==> src/hw/otap_pkg.sv <==
// Package for the overtemperature alarm pin control block.
// Assumes one 250 MHz clock and an APB register port.
package otap_pkg;
    // Register word indices, byte address is four times the index (printed offsets are not all multiples of four)
    localparam logic [7:0] OTAP_IDX_R1_LIMIT   = 8'h6a;
    localparam logic [7:0] OTAP_IDX_LOC_LIMIT  = 8'h6b;
    localparam logic [7:0] OTAP_IDX_R2_LIMIT   = 8'h6c;
    localparam logic [7:0] OTAP_IDX_MASK_TWO   = 8'h75;
    localparam logic [7:0] OTAP_IDX_CFG_THREE  = 8'h78;
    localparam logic [7:0] OTAP_IDX_TIMER      = 8'h79;
    localparam logic [7:0] OTAP_IDX_TIME_LIMIT = 8'h7a;
    localparam logic [7:0] OTAP_IDX_CFG_FIVE   = 8'h7c;
    localparam logic [7:0] OTAP_IDX_CFG_FOUR   = 8'h7d;
    localparam logic [7:0] OTAP_IDX_STATUS_TWO = 8'h80;
    localparam logic [7:0] OTAP_IDX_TEMP_IN    = 8'h81;
    // Field positions
    localparam int OTAP_MON_EN_BIT   = 1;
    localparam int OTAP_FULL_FAN_ON_ALARM_BIT    = 2;
    localparam int OTAP_FLAG_BIT     = 5;
    localparam int OTAP_OUT_EN_LSB   = 5;
    localparam int OTAP_FUNC_LSB     = 0;
    localparam int OTAP_OFFSET64_BIT = 0;
    localparam logic [1:0] OTAP_FUNC_TACH  = 2'h0;
    localparam logic [1:0] OTAP_FUNC_ALARM = 2'h1;
    localparam logic [1:0] OTAP_FUNC_ALERT = 2'h2;
    localparam logic [1:0] OTAP_FUNC_GPIO  = 2'h3;
    // Reset values
    localparam logic [7:0] OTAP_RST_LIMIT  = 8'h64;
    localparam logic [7:0] OTAP_RST_ZERO   = 8'h00;
    localparam logic [7:0] OTAP_RST_TLIMIT = 8'h00;
    // Disabled-limit thresholds: offset-64 code for -64 C, 2s comp for -128 C
    localparam logic [7:0] OTAP_DIS_OFF64 = 8'h00;
    localparam logic [7:0] OTAP_DIS_TWOS  = 8'h80;
    // Timer base resolution in microseconds and in clock cycles
    localparam real OTAP_CLK_MHZ   = 250.0;
    localparam real OTAP_TICK_US   = 22760.0;
    localparam int  OTAP_TICK_CYC  = int'(OTAP_TICK_US * OTAP_CLK_MHZ);
    localparam logic [7:0] OTAP_FULL = 8'hff;
    localparam logic [7:0] OTAP_DUTY_FULL = 8'hff;
endpackage : otap_pkg

==> src/hw/otap_tick_if.sv <==
// Interface carrying the timebase tick between alarm modules.
// Assumes both ends run on sys_clk.
`timescale 1ns/100ps
interface otap_tick_if;
    logic run;
    logic tick;
    modport src (input run, output tick);
    modport dst (output run, input tick);
endinterface : otap_tick_if
==> src/hw/otap_alarm.sv <==
// Overtemperature alarm line control: timer, output drive, fan full_fan_on_alarm.
// Assumes an APB master on sys_clk and async line and temperature inputs.
//
// The implementer's own choice: the APB register port.
`timescale 1ns/100ps
// Functional notes
// - Timer monitors only while monitor-enable set
// - Alarm function needs select code and enable
// - Three enable bits: remote1, local, remote2
// - External low assertions are timed too
// - No enables: never drive, input only
// - Full_fan_on_alarm runs fans full while asserted
// - Stopped fans stay stopped under full_fan_on_alarm
// - Mask blocks alert, not status flag
// - Limit zero alerts on first assertion
// - Drive low when temperature exceeds limit
// - Stay low until reading at or below
// - Output assertion lasts a monitoring cycle
// - Three writable limits at consecutive addresses
// - Very low limit disables channel output
// - Enable clear stops timing and driving
// - Select code 01 picks alarm function
// - Timer accumulates, clears on read, saturates
// - First assertion sets LSB, then counts
// - Over limit sets flag and alert
module otap_alarm #(
    parameter int TICK_CYC = otap_pkg::OTAP_TICK_CYC
) (
    input  wire logic        sys_clk,
    input  wire logic        reset,
    input  wire logic        clk_en,
    input  wire logic        psel,
    input  wire logic        penable,
    input  wire logic        pwrite,
    input  wire logic [11:0] paddr,
    input  wire logic [31:0] pwdata,
    output logic             pready,
    output logic [31:0]      prdata,
    output logic             pslverr,
    input  wire logic        overtemp_alarm_line_in,
    output logic             overtemp_alarm_line_out,
    output logic             overtemp_alarm_line_oe,
    output logic             fourth_fan_tach_input,
    input  wire logic        meas_valid,
    input  wire logic [1:0]  meas_chan,
    input  wire logic [9:0]  meas_temp,
    input  wire logic [7:0]  fan_duty_in_0,
    input  wire logic [7:0]  fan_duty_in_1,
    input  wire logic [7:0]  fan_duty_in_2,
    output logic [7:0]       fan_duty_out_0,
    output logic [7:0]       fan_duty_out_1,
    output logic [7:0]       fan_duty_out_2,
    output logic             alert_out
);
    import otap_pkg::*;

    ////////////////////////////////////////////////////////////////////////
    // Helpers
    function automatic logic [7:0] boosted(input logic [7:0] d,
                                           input logic       b);
        boosted = (b && d != 8'h00) ? OTAP_DUTY_FULL : d;
    endfunction : boosted

    function automatic logic lim_off(input logic [7:0] l,
                                     input logic       off64);
        lim_off = off64 ? (l <= OTAP_DIS_OFF64)
                        : (l == OTAP_DIS_TWOS);
    endfunction : lim_off

    ////////////////////////////////////////////////////////////////////////
    // Registers
    logic [7:0] lim_r [3];
    logic [7:0] mask_two_r, cfg3_r, cfg4_r, cfg5_r, tlimit_r;
    logic [7:0] timer_r, status2_r;
    logic       line_s1_r, line_s2_r, prev_asrt_r;
    logic       tmp_v_s1_r, tmp_v_s2_r, tmp_v_d_r;
    logic [2:0] trip_r;
    logic [7:0] dout0_r, dout1_r, dout2_r;
    logic       fourth_r, alert_r;
    logic       drive_low;

    ////////////////////////////////////////////////////////////////////////
    // Decode
    wire        setup   = psel && !penable;
    wire        access  = psel && penable;
    wire [9:0]  word    = paddr[11:2];
    wire        wr      = access && pwrite;
    wire        rd      = access && !pwrite;
    wire        hit_l0  = word == {2'b00, OTAP_IDX_R1_LIMIT};
    wire        hit_l1  = word == {2'b00, OTAP_IDX_LOC_LIMIT};
    wire        hit_l2  = word == {2'b00, OTAP_IDX_R2_LIMIT};
    wire        hit_mk  = word == {2'b00, OTAP_IDX_MASK_TWO};
    wire        hit_c3  = word == {2'b00, OTAP_IDX_CFG_THREE};
    wire        hit_tm  = word == {2'b00, OTAP_IDX_TIMER};
    wire        hit_tl  = word == {2'b00, OTAP_IDX_TIME_LIMIT};
    wire        hit_c5  = word == {2'b00, OTAP_IDX_CFG_FIVE};
    wire        hit_c4  = word == {2'b00, OTAP_IDX_CFG_FOUR};
    wire        hit_st  = word == {2'b00, OTAP_IDX_STATUS_TWO};
    wire        mapped  = hit_l0 | hit_l1 | hit_l2 | hit_mk | hit_c3
                        | hit_tm | hit_tl | hit_c5 | hit_c4 | hit_st;
    wire [7:0]  rsel    = hit_l0 ? lim_r[0] : hit_l1 ? lim_r[1]
                        : hit_l2 ? lim_r[2] : hit_mk ? mask_two_r
                        : hit_c3 ? cfg3_r   : hit_tm ? timer_r
                        : hit_tl ? tlimit_r : hit_c5 ? cfg5_r
                        : hit_c4 ? cfg4_r   : hit_st ? status2_r : 8'h00;

    wire       mon_en   = cfg3_r[OTAP_MON_EN_BIT];
    wire [1:0] func_sel = cfg4_r[OTAP_FUNC_LSB +: 2];
    wire       active   = mon_en && func_sel == OTAP_FUNC_ALARM;
    wire [2:0] out_en   = cfg5_r[OTAP_OUT_EN_LSB +: 3];
    wire       full_fan_on_alarm_en = cfg3_r[OTAP_FULL_FAN_ON_ALARM_BIT];

    ////////////////////////////////////////////////////////////////////////
    // Pin synchroniser and assertion detection
    always_ff @(posedge sys_clk) begin
        if (reset) begin
            line_s1_r  <= 1'b1;
            line_s2_r  <= 1'b1;
            tmp_v_s1_r <= 1'b0;
            tmp_v_s2_r <= 1'b0;
            tmp_v_d_r  <= 1'b0;
        end else if (clk_en) begin
            line_s1_r  <= overtemp_alarm_line_in;
            line_s2_r  <= line_s1_r;
            tmp_v_s1_r <= meas_valid;
            tmp_v_s2_r <= tmp_v_s1_r;
            tmp_v_d_r  <= tmp_v_s2_r;
        end
    end
    // Wired-AND line level: own drive or external pull both count
    wire asserted  = active && (!line_s2_r || drive_low);
    wire new_asrt  = asserted && !prev_asrt_r;
    wire meas_stb  = tmp_v_s2_r && !tmp_v_d_r;

    ////////////////////////////////////////////////////////////////////////
    // Timebase
    otap_tick_if tk ();
    assign tk.run = asserted;
    otap_tick_gen #(.TICK_CYC(TICK_CYC)) u_tick (
        .sys_clk (sys_clk),
        .reset   (reset),
        .clk_en  (clk_en),
        .tk      (tk)
    );

    ////////////////////////////////////////////////////////////////////////
    // Assertion timer and flag
    // Clear-on-read only at the completing edge
    wire rd_done  = rd && pready;
    wire rd_timer = rd_done && hit_tm;
    wire rd_stat  = rd_done && hit_st;
    wire sat      = timer_r == OTAP_FULL;
    logic [7:0] timer_nxt;
    always_comb begin
        timer_nxt = rd_timer ? 8'h00 : timer_r;
        if (rd_timer && asserted) begin
            timer_nxt = 8'h01;
        end else if (new_asrt && timer_r == 8'h00) begin
            timer_nxt = 8'h01;
        end else if (tk.tick && !sat && !rd_timer) begin
            timer_nxt = (timer_r == 8'h01) ? 8'h02 : timer_r + 8'h01;
        end
    end
    // Limit zero fires once any assertion has been seen
    wire over = (timer_nxt > tlimit_r) ||
                (tlimit_r == 8'h00 && timer_nxt != 8'h00);
    wire flag_set = active && over;

    always_ff @(posedge sys_clk) begin
        if (reset) begin
            timer_r     <= OTAP_RST_ZERO;
            prev_asrt_r <= 1'b0;
            status2_r   <= OTAP_RST_ZERO;
        end else if (clk_en) begin
            timer_r     <= mon_en ? timer_nxt : timer_r;
            prev_asrt_r <= asserted;
            // Set wins over clear-on-read
            status2_r[OTAP_FLAG_BIT] <= flag_set ||
                (status2_r[OTAP_FLAG_BIT] && !rd_stat);
        end
    end

    ////////////////////////////////////////////////////////////////////////
    // Output drive per channel
    logic [2:0] trip_nxt;
    always_comb begin
        trip_nxt = trip_r;
        if (meas_stb) begin
            // Greater than limit means at least a quarter degree above
            trip_nxt[meas_chan[1:0] == 2'd3 ? 2'd0 : meas_chan] =
                meas_temp > {lim_r[meas_chan == 2'd3 ? 2'd0 : meas_chan],
                             2'b00};
        end
        if (!active) begin
            trip_nxt = 3'b000;
        end
    end
    wire [2:0] ch_off = {lim_off(lim_r[2], cfg5_r[OTAP_OFFSET64_BIT]),
                         lim_off(lim_r[1], cfg5_r[OTAP_OFFSET64_BIT]),
                         lim_off(lim_r[0], cfg5_r[OTAP_OFFSET64_BIT])};
    // Trip changes only on a new reading or when inactive, so it holds a whole cycle
    assign drive_low = |(trip_r & out_en & ~ch_off);

    ////////////////////////////////////////////////////////////////////////
    // Register writes and APB answer
    always_ff @(posedge sys_clk) begin
        if (reset) begin
            lim_r[0]   <= OTAP_RST_LIMIT;
            lim_r[1]   <= OTAP_RST_LIMIT;
            lim_r[2]   <= OTAP_RST_LIMIT;
            mask_two_r <= OTAP_RST_ZERO;
            cfg3_r     <= OTAP_RST_ZERO;
            cfg4_r     <= OTAP_RST_ZERO;
            cfg5_r     <= OTAP_RST_ZERO;
            tlimit_r   <= OTAP_RST_TLIMIT;
            pready     <= 1'b0;
            prdata     <= 32'h0;
            pslverr    <= 1'b0;
        end else if (clk_en) begin
            pready  <= setup;
            pslverr <= setup && !mapped;
            prdata  <= (setup && !pwrite) ? {24'h0, rsel} : 32'h0;
            if (wr && pready) begin
                if (hit_l0) lim_r[0]   <= pwdata[7:0];
                if (hit_l1) lim_r[1]   <= pwdata[7:0];
                if (hit_l2) lim_r[2]   <= pwdata[7:0];
                if (hit_mk) mask_two_r <= pwdata[7:0];
                if (hit_c3) cfg3_r     <= pwdata[7:0];
                if (hit_c4) cfg4_r     <= pwdata[7:0];
                if (hit_c5) cfg5_r     <= pwdata[7:0];
                if (hit_tl) tlimit_r   <= pwdata[7:0];
            end
        end
    end
    ////////////////////////////////////////////////////////////////////////
    // Outputs
    always_ff @(posedge sys_clk) begin
        if (reset) begin
            trip_r  <= 3'b000;
            dout0_r <= 8'h00;
            dout1_r <= 8'h00;
            dout2_r <= 8'h00;
            fourth_r <= 1'b1;
            alert_r <= 1'b0;
            overtemp_alarm_line_out <= 1'b0;
            overtemp_alarm_line_oe  <= 1'b0;
        end else if (clk_en) begin
            trip_r  <= trip_nxt;
            dout0_r <= boosted(fan_duty_in_0, full_fan_on_alarm_en && asserted);
            dout1_r <= boosted(fan_duty_in_1, full_fan_on_alarm_en && asserted);
            dout2_r <= boosted(fan_duty_in_2, full_fan_on_alarm_en && asserted);
            fourth_r <= (func_sel == OTAP_FUNC_TACH) ? line_s2_r : 1'b1;
            alert_r <= status2_r[OTAP_FLAG_BIT] &&
                       !mask_two_r[OTAP_FLAG_BIT];
            overtemp_alarm_line_out <= 1'b0;
            overtemp_alarm_line_oe  <= active &&
                                       |(trip_nxt & out_en & ~ch_off);
        end
    end
    assign fan_duty_out_0        = dout0_r;
    assign fan_duty_out_1        = dout1_r;
    assign fan_duty_out_2        = dout2_r;
    assign fourth_fan_tach_input = fourth_r;
    assign alert_out             = alert_r;

    ////////////////////////////////////////////////////////////////////////
    // Checks
    a_oe_needs_enable: assert property (@(posedge sys_clk) disable iff (reset)
        (out_en == 3'b000 || !mon_en) |=> !overtemp_alarm_line_oe)
        else $error("alarm line driven while not enabled");
    a_mask_alert: assert property (@(posedge sys_clk) disable iff (reset)
        clk_en && mask_two_r[OTAP_FLAG_BIT] |=> !alert_out)
        else $error("masked alert raised");
    a_flag_kept: assert property (@(posedge sys_clk) disable iff (reset)
        clk_en && flag_set |=> status2_r[OTAP_FLAG_BIT])
        else $error("time exceeded flag missed");
    a_timer_sat: assert property (@(posedge sys_clk) disable iff (reset)
        clk_en && sat && !rd_timer |=> timer_r == OTAP_FULL)
        else $error("timer left full scale without read");
    a_first_lsb: assert property (@(posedge sys_clk) disable iff (reset)
        clk_en && mon_en && new_asrt && timer_r == 8'h00 && !rd_timer
        |=> timer_r == 8'h01)
        else $error("first assertion did not set lsb");
    a_full_fan_on_alarm_full: assert property (@(posedge sys_clk) disable iff (reset)
        clk_en && full_fan_on_alarm_en && asserted && fan_duty_in_1 != 8'h00
        |=> fan_duty_out_1 == OTAP_DUTY_FULL)
        else $error("full_fan_on_alarm did not reach full duty");
    a_stopped_fan: assert property (@(posedge sys_clk) disable iff (reset)
        clk_en && fan_duty_in_0 == 8'h00 |=> fan_duty_out_0 == 8'h00)
        else $error("stopped fan started by full_fan_on_alarm");
    a_no_mon_timer: assert property (@(posedge sys_clk) disable iff (reset)
        clk_en && !mon_en |=> $stable(timer_r))
        else $error("timer moved while monitoring disabled");
    a_apb_ready: assert property (@(posedge sys_clk) disable iff (reset)
        clk_en && setup |=> pready)
        else $error("apb answer not one cycle after setup");
    c_ext_assert: cover property (@(posedge sys_clk) new_asrt && !drive_low);
    c_own_drive: cover property (@(posedge sys_clk) overtemp_alarm_line_oe);
    c_flag: cover property (@(posedge sys_clk) flag_set);
    c_full_fan_on_alarm: cover property (@(posedge sys_clk) full_fan_on_alarm_en && asserted);
endmodule : otap_alarm

==> src/hw/otap_tick_gen.sv <==
// Timebase for the assertion timer: one tick per base resolution.
// Assumes sys_clk at 250 MHz; runs only while run is high.
`timescale 1ns/100ps
module otap_tick_gen #(
    parameter int TICK_CYC = otap_pkg::OTAP_TICK_CYC
) (
    input  wire logic sys_clk,
    input  wire logic reset,
    input  wire logic clk_en,
    otap_tick_if.src  tk
);
    import otap_pkg::*;
    logic [31:0] cnt_r;
    wire         wrap = (cnt_r == 32'(TICK_CYC - 1));
    always_ff @(posedge sys_clk) begin
        if (reset) begin
            cnt_r   <= 32'h0;
            tk.tick <= 1'b0;
        end else if (clk_en) begin
            tk.tick <= tk.run && wrap;
            if (tk.run) begin
                cnt_r <= wrap ? 32'h0 : cnt_r + 32'h1;
            end
        end
    end
endmodule : otap_tick_gen

==> config.mk <==
export PLATFORM = sky130hd
export DESIGN_NAME = otap_alarm
export DESIGN_NICKNAME = d
export VERILOG_FILES = /design/src/hw/otap_pkg.sv /design/src/hw/otap_tick_if.sv /design/src/hw/otap_alarm.sv /design/src/hw/otap_tick_gen.sv
export SDC_FILE = /design/constraint.sdc
export NUM_CORES = 1
export LEC_CHECK = 0
export BUFFER_PORTS_ARGS = -buffer_cell sky130_fd_sc_hd__buf_2
export CAP_MARGIN = 15
export CORE_AREA = 3 3 166 168
export CTS_BUF_LIST = sky130_fd_sc_hd__clkbuf_4
export CTS_CLUSTER_DIAMETER = 30
export CTS_CLUSTER_SIZE = 20
export DETAILED_ROUTE_END_ITERATION = 6
export DIE_AREA = 0 0 169 171
export GPL_ROUTABILITY_DRIVEN = 0
export PLACE_DENSITY_LB_ADDON = 0.2
export SYNTH_ARGS = -nofsm -noshare
export SYNTH_HDL_FRONTEND = slang
export SYNTH_SLANG_ARGS = --single-unit
==> constraint.sdc <==
create_clock -name sys_clk -period 2.6 [get_ports sys_clk]
set_input_delay 0.13 -clock sys_clk [delete_from_list [all_inputs] [get_ports sys_clk]]
set_output_delay 0.13 -clock sys_clk [all_outputs]
set_load 0.005 [all_outputs]
Word level (Yosys, flattened, before mapping)
Memory sizes are Yosys's and may differ from the RTL's.
Index checks and enable logic that the tools add are counted.
{"block": "totals", "ff_bits": 152, "latch_bits": 0, "mem_bits_rw": 24, "romBits": 0, "inputBits": 88, "out_inout_bits": 62, "elab_cells": 178, "memories": 1}
{"block": "op_classes", "n_addsub": 2, "n_mul": 0, "div_mod_pow": 0, "magnitude_cmp": 7, "n_eq_ne": 18, "shift": 0, "muxes": 50, "bitwise": 17, "reduce_logical": 58}
{"memory": "lim_r", "words": 3, "width": 8, "rd": 4, "rd_ports_with_merged_regs": 0, "write_ports": 3, "line": "otap_alarm.sv:72", "rtl": "logic [7:0] lim_r [3];"}
{"cell": "8-bit 2-to-1 mux", "count": 21}
{"cell": "10-bit by 7-bit == test with 1-bit output, second input constant", "count": 9}
{"cell": "32-bit by 1-bit adder with 32-bit output, second input constant", "count": 1}
{"cell": "32-bit by 23-bit == test with 1-bit output, second input constant", "count": 1}
{"cell": "8-bit == test, second input constant", "count": 4}
{"cell": "32-bit 2-to-1 mux", "count": 1}
{"cell": "8-bit nonzero test", "count": 4}
{"cell": "1-bit logical AND", "count": 29}
{"cell": "8-bit by 1-bit less-or-equal comparator with 1-bit output, second input constant", "count": 3}
{"cell": "1-bit 2-to-1 mux", "count": 22}
{"cell": "8-bit zero test", "count": 2}
{"cell": "3-bit AND reduction", "count": 5}
{"cell": "3-bit AND", "count": 4}
{"cell": "1-bit bitwise OR", "count": 12}
{"cell": "10-bit by 8-bit == test with 1-bit output, second input constant", "count": 1}
{"cell": "10-bit greater-than comparator", "count": 1}
{"cell": "1-bit zero test", "count": 10}
{"cell": "8-bit by 1-bit adder with 8-bit output, second input constant", "count": 1}
{"cell": "8-bit by 1-bit == test with 1-bit output, second input constant", "count": 1}
{"cell": "8-bit greater-than comparator", "count": 1}
{"cell": "3-bit 2-to-1 mux", "count": 2}
{"cell": "6-bit 2-to-1 mux", "count": 1}
{"cell": "3-bit OR reduction", "count": 2}
{"cell": "2-bit AND reduction", "count": 2}
{"cell": "other kinds (10)", "count": 12}

Longest topological paths before layout
An unclocked memory read counts as a cell.
{"block": "depth", "depth_word": 17, "mapped_depth": 15, "ltp_nobuf": 14}

Cells and area by module
A second synthesis with hierarchy kept.
{"block": "hier_totals", "hier_cells": 956, "area_unflattened_um2": 8117.8}
{"mod": "otap_alarm", "n_inst": 1, "cells_per_inst": 758, "area_per_inst_um2": 6480.0, "seq_area_each_um2": 2622.5}
{"mod": "otap_tick_gen", "n_inst": 1, "cells_per_inst": 198, "area_per_inst_um2": 1637.8, "seq_area_each_um2": 660.6}

Least setup slack after synthesis
Ideal clock, no wire load.
{"block": "synth_path", "path_type": "reg-to-reg", "start": "register timer_r[0]", "end": "register status2_r[5]", "setup_time_ps": 144, "t_arrival_ps": 2621, "required_time_ps": 2456, "setup_slack_ps": -164, "path_stages_with_launch": 13, "path_buffers": 0, "period_less_slack_ps": 2764, "cell_sequence": "dfxtp_1 > ha_1 > nand3_1 > o21ai_0 > or4b_2 > a21oi_1 > ha_1 > o21a_1 > o21ai_0 > nand2b_1 > a21oi_1 > o21a_1 > o221ai_1"}
{"block": "synth_between", "elab_chain_len": 12, "word_cells_on_any_way": 19, "classes_between": "1 x add/sub; 1 x order compare; 2 x eq/ne; 5 x mux; 10 x reduce/logical"}
{"element": "from (decl)", "line": "otap_alarm.sv:74", "rtl": "logic [7:0] timer_r, status2_r;"}
{"element": "from (signal assigned)", "line": "otap_alarm.sv:175", "rtl": "timer_r <= mon_en ? timer_nxt : timer_r;"}
{"element": "branches (longest 5 deep; another with 8-bit by 1-bit adder with 8-bit output)"}
{"element": "8-bit 2-to-1 mux *", "line": "otap_alarm.sv:158", "rtl": "end else if (new_asrt && timer_r == 8'h00) begin"}
{"element": "8-bit 2-to-1 mux *", "line": "otap_alarm.sv:156", "rtl": "if (rd_timer && asserted) begin"}
{"element": "named net timer_nxt[2]", "line": "otap_alarm.sv:153", "rtl": "logic [7:0] timer_nxt;"}
{"element": "branches (longest 2 deep; another with 8-bit greater-than comparator)"}
{"element": "1-bit logical OR *", "line": "otap_alarm.sv:165", "rtl": "wire over = (timer_nxt > tlimit_r) ||"}
{"element": "1-bit logical AND *", "line": "otap_alarm.sv:167", "rtl": "wire flag_set = active && over;"}
{"element": "1-bit logical OR *", "line": "otap_alarm.sv:178", "rtl": "status2_r[OTAP_FLAG_BIT] <= flag_set ||"}
{"element": "to (signal, indexed assignment)", "line": "otap_alarm.sv:178"}
{"element": "to (decl)", "line": "otap_alarm.sv:74"}
Mark *: on every way through the listed nets, which the timed path passes.
A chain may end at the register's enable or synchronous reset.

==> flow_summary.yaml <==
worst_setup_path:
  cp-end-kind: "flop"
  slowest_stage: "edfxtp_1"
  path_delay_family: "simple AND/OR/NAND/NOR gates"
  critPathKind: "reg2reg"
  critPathLaunchType: "flop"
  path_common_cell: "o21a_1"
  cp_num_buf_inv: 0
  worstPathCellList: "nor4_4, a41oi_2, nor3_4, o31ai_2, nor2_2, ha_1, nor2b_1, o21a_1, o21ai_1, nand2b_1, a21oi_2, o21a_1, o221ai_2"
  crit_fanout: 3
  critPathArrivalTime_ns: 3.23
  critPathRequiredTime_ns: 3.02
  cpPeakStageDelay_ns: 0.45
final_layout:
  drive_above_1_share_pct: 25.0
  final_nets: 1160
  final_common_cell: "dfxtp_1"
  stdcell_count: 1399
  final_util_pct: 38.2
  area_growth_pct: 27.3
  layout_common_cells: "dfxtp_1 (128), nor2_1 (119), buf_2 (98), buf_4 (87), mux2i_1 (65)"
routing:
  drt_wl_total_um: 24600
  drcViolationCount: 0
  dr.pass1.iters: 5
  vias: 6940
  viasPerCell: 4.96
  wl_per_cell_um: 17.6
  ant_nets: 0
  dr.first_iter.drc_count: 487
placed_design:
  io_buffers: 98
  dp_hpwl_um: 18700
  dpl_worst_slack_ns: -0.184
  placed_cells: 1324
clocking:
  ctsHtreeMaxLevel: 4
  clk-insertion-delay-late_ns: 0.54
  cts_num_sinks: 152
  cts_tree: "done"
  cts_root_buf: "clkbuf_4"
  cts_buffers: 17
  clockBufferDepth: 2
  clk_pin_slew_worst_paths_ns: 0.13
timing:
  hold_viol_final: 0
  slew_headroom_pct: 50.0
  finalSetupViolCount: 1
  finalCriticalPeriod_ns: 2.81
  finClkSkew_ns: 0.0213
  fmax_mhz: 356
  tightest_slew_ns: 0.744
  rsz0062_at_grt: "yes"
  maxSlewViolCount: 0
  finalCritPeriodShare_pct: 108
  worst_slack_ns: -0.209
floorplan:
  core-area_um2: 26100
  dieArea_um2: 28900
  rows: 59
  io_pins: 150
  die_w_um: 169
  die-height_um: 171
  start_util_pct: 30.0
global_routing:
  grt_max_degree: 35
  grt_antenna_before_repair: 2
  grt_pass1_vias: 6744
  gr-total-overflow: 0
  grt_pass1_wl_um: 38400
  grt_usage_pct: 16.9
status:
  outcome: "complete, but fails checks"
  violations: "negative setup slack"
flow_run:
  cap_viol_max_count: 0
logic_synthesis:
  synth_top_area_share_pct: 32.8
  synth-main-ff-cell: "dfxtp_1"
  syn_inst: 845
  seq_area_frac_synth_pct: 42.0
  yosys_warnings: 0
  synth.area.top_cells: "dfxtp_1 (33%), edfxtp_1 (9.2%), mux2i_1 (8.5%)"
  synth_edf_count: 24
  synth_area_um2: 7810
  synth-async-reset-ratio_pct: 0
  synth_area_leader_cell: "dfxtp_1"
  syn-mean-instance-area_um2: 9.24
  ys_seq_elements: 152
  synth.distinct_cells: 67
power:
  p_leak_uw: 0.00407
  ir_drop_mv: 0.273
  power.density_nw_per_um2: 461
worst_hold_path:
  hp-class: "in2reg"
-- final cells by class --
class | instances | area [um^2]
flip-flops and latches | 152 | 3280
clock buffers | 17 | 128
inverters | 25 | 93.8
diodes | 2 | 5.00
multi-input cells | 629 | 4260
repair buffers | 224 | 1540
well taps | 335 | 419
fillers | 2676 | 16100
clock inverters | 15 | 206
-- stage by stage --
stage                     area (um^2)  hold slack [ns]  TNS [ns]  power (uW)
after floorplan                  7920            0.258    -0.151        2700
after global placement           9140            0.361    -0.118        2870
after detailed placement         9140            0.365    -0.184        2870
after CTS                        9910           0.0262   -0.0907        4650
after global routing             9940           0.0860    -0.378        4780
final                            9940           0.0813    -0.209        4580
-- flip-flops by register name, summed over array words and instances (netlist names), 3 cells and up --
signal / flops
lim_r: 24
trip_r: 3
cfg4_r: 8
mask_two_r: 8
fan_duty_out_2: 8
cfg3_r: 8
fan_duty_out_1: 8
fan_duty_out_0: 8
prdata: 8
cfg5_r: 8
tlimit_r: 8
timer_r: 8
u_tick.cnt_r: 32
-- layer usage --
layer	vias to the layer above	global-route usage [%]	share of wire (%)
met5	-	0	0
met4	0	5.33	1.8
met3	26	2.80	5.5
met2	212	26.5	45
met1	3260	23.9	48
li1	3442	-	-
-- final timing paths --
kind,start,end,slack [ns],depth (start not counted)
worst max-delay path,lim_r[1][1],status2_r[5],-0.21,13
worst max register to register,lim_r[1][1],status2_r[5],-0.21,13
worst min-delay path,psel,pready,0.08,5
worst min register to register,prdata[7],prdata[7],0.46,1
-- report_power, final --
group          total (uW)  switching (uW)  internal (uW)
Combinational         417             223            194
Clock                1720             872            848
Sequential           2450            22.8           2420
Total                4580            1120           3470
-- kinds of logic after synthesis --
family,Yosys count,share of synthesized area (%)
fa+ha+maj,23,3.68
xor+xnor,33,3.70
simple gates,330,22.5
other cells,1,0.0480
compound gates,152,14.0
buf+inv,88,5.62
mux,66,8.46
flops,152,42.0
-- synthesized netlist by cell type (9+ instances only) --
master and instances:
a21o_1 9, a21oi_1 41, a22oi_1 11, a31oi_1 9, and2_1 10, buf_4 25, clkbuf_1 29, dfxtp_1 128
edfxtp_1 24, ha_1 23, inv_1 24, mux2i_1 66, nand2_1 62, nand3_1 24, nand4_1 20, nor2_1 120
nor2b_1 9, nor3_1 9, nor4_1 10, o21ai_0 20, o221a_2 24, xnor2_1 12, xor2_1 21
-- repair_timing --
item	CTS	global route
hold endpoints to repair	75	0
pin swaps	7	9
hold buffers	38	0
setup endpoints to repair	1	10
resized for setup	7	6
setup buffers	2	1
cloned	0	0
-- worst reg2reg max path, stage by stage, from the launching register on --
cell,delay [ns]
edfxtp_1,0.45
nor4_4,0.37
a41oi_2,0.19
nor3_4,0.28
o31ai_2,0.11
nor2_2,0.14
ha_1,0.25
nor2b_1,0.13
o21a_1,0.16
o21ai_1,0.13
nand2b_1,0.09
a21oi_2,0.14
o21a_1,0.15
o221ai_2,0.10
Power figures use the tool's default switching activity.
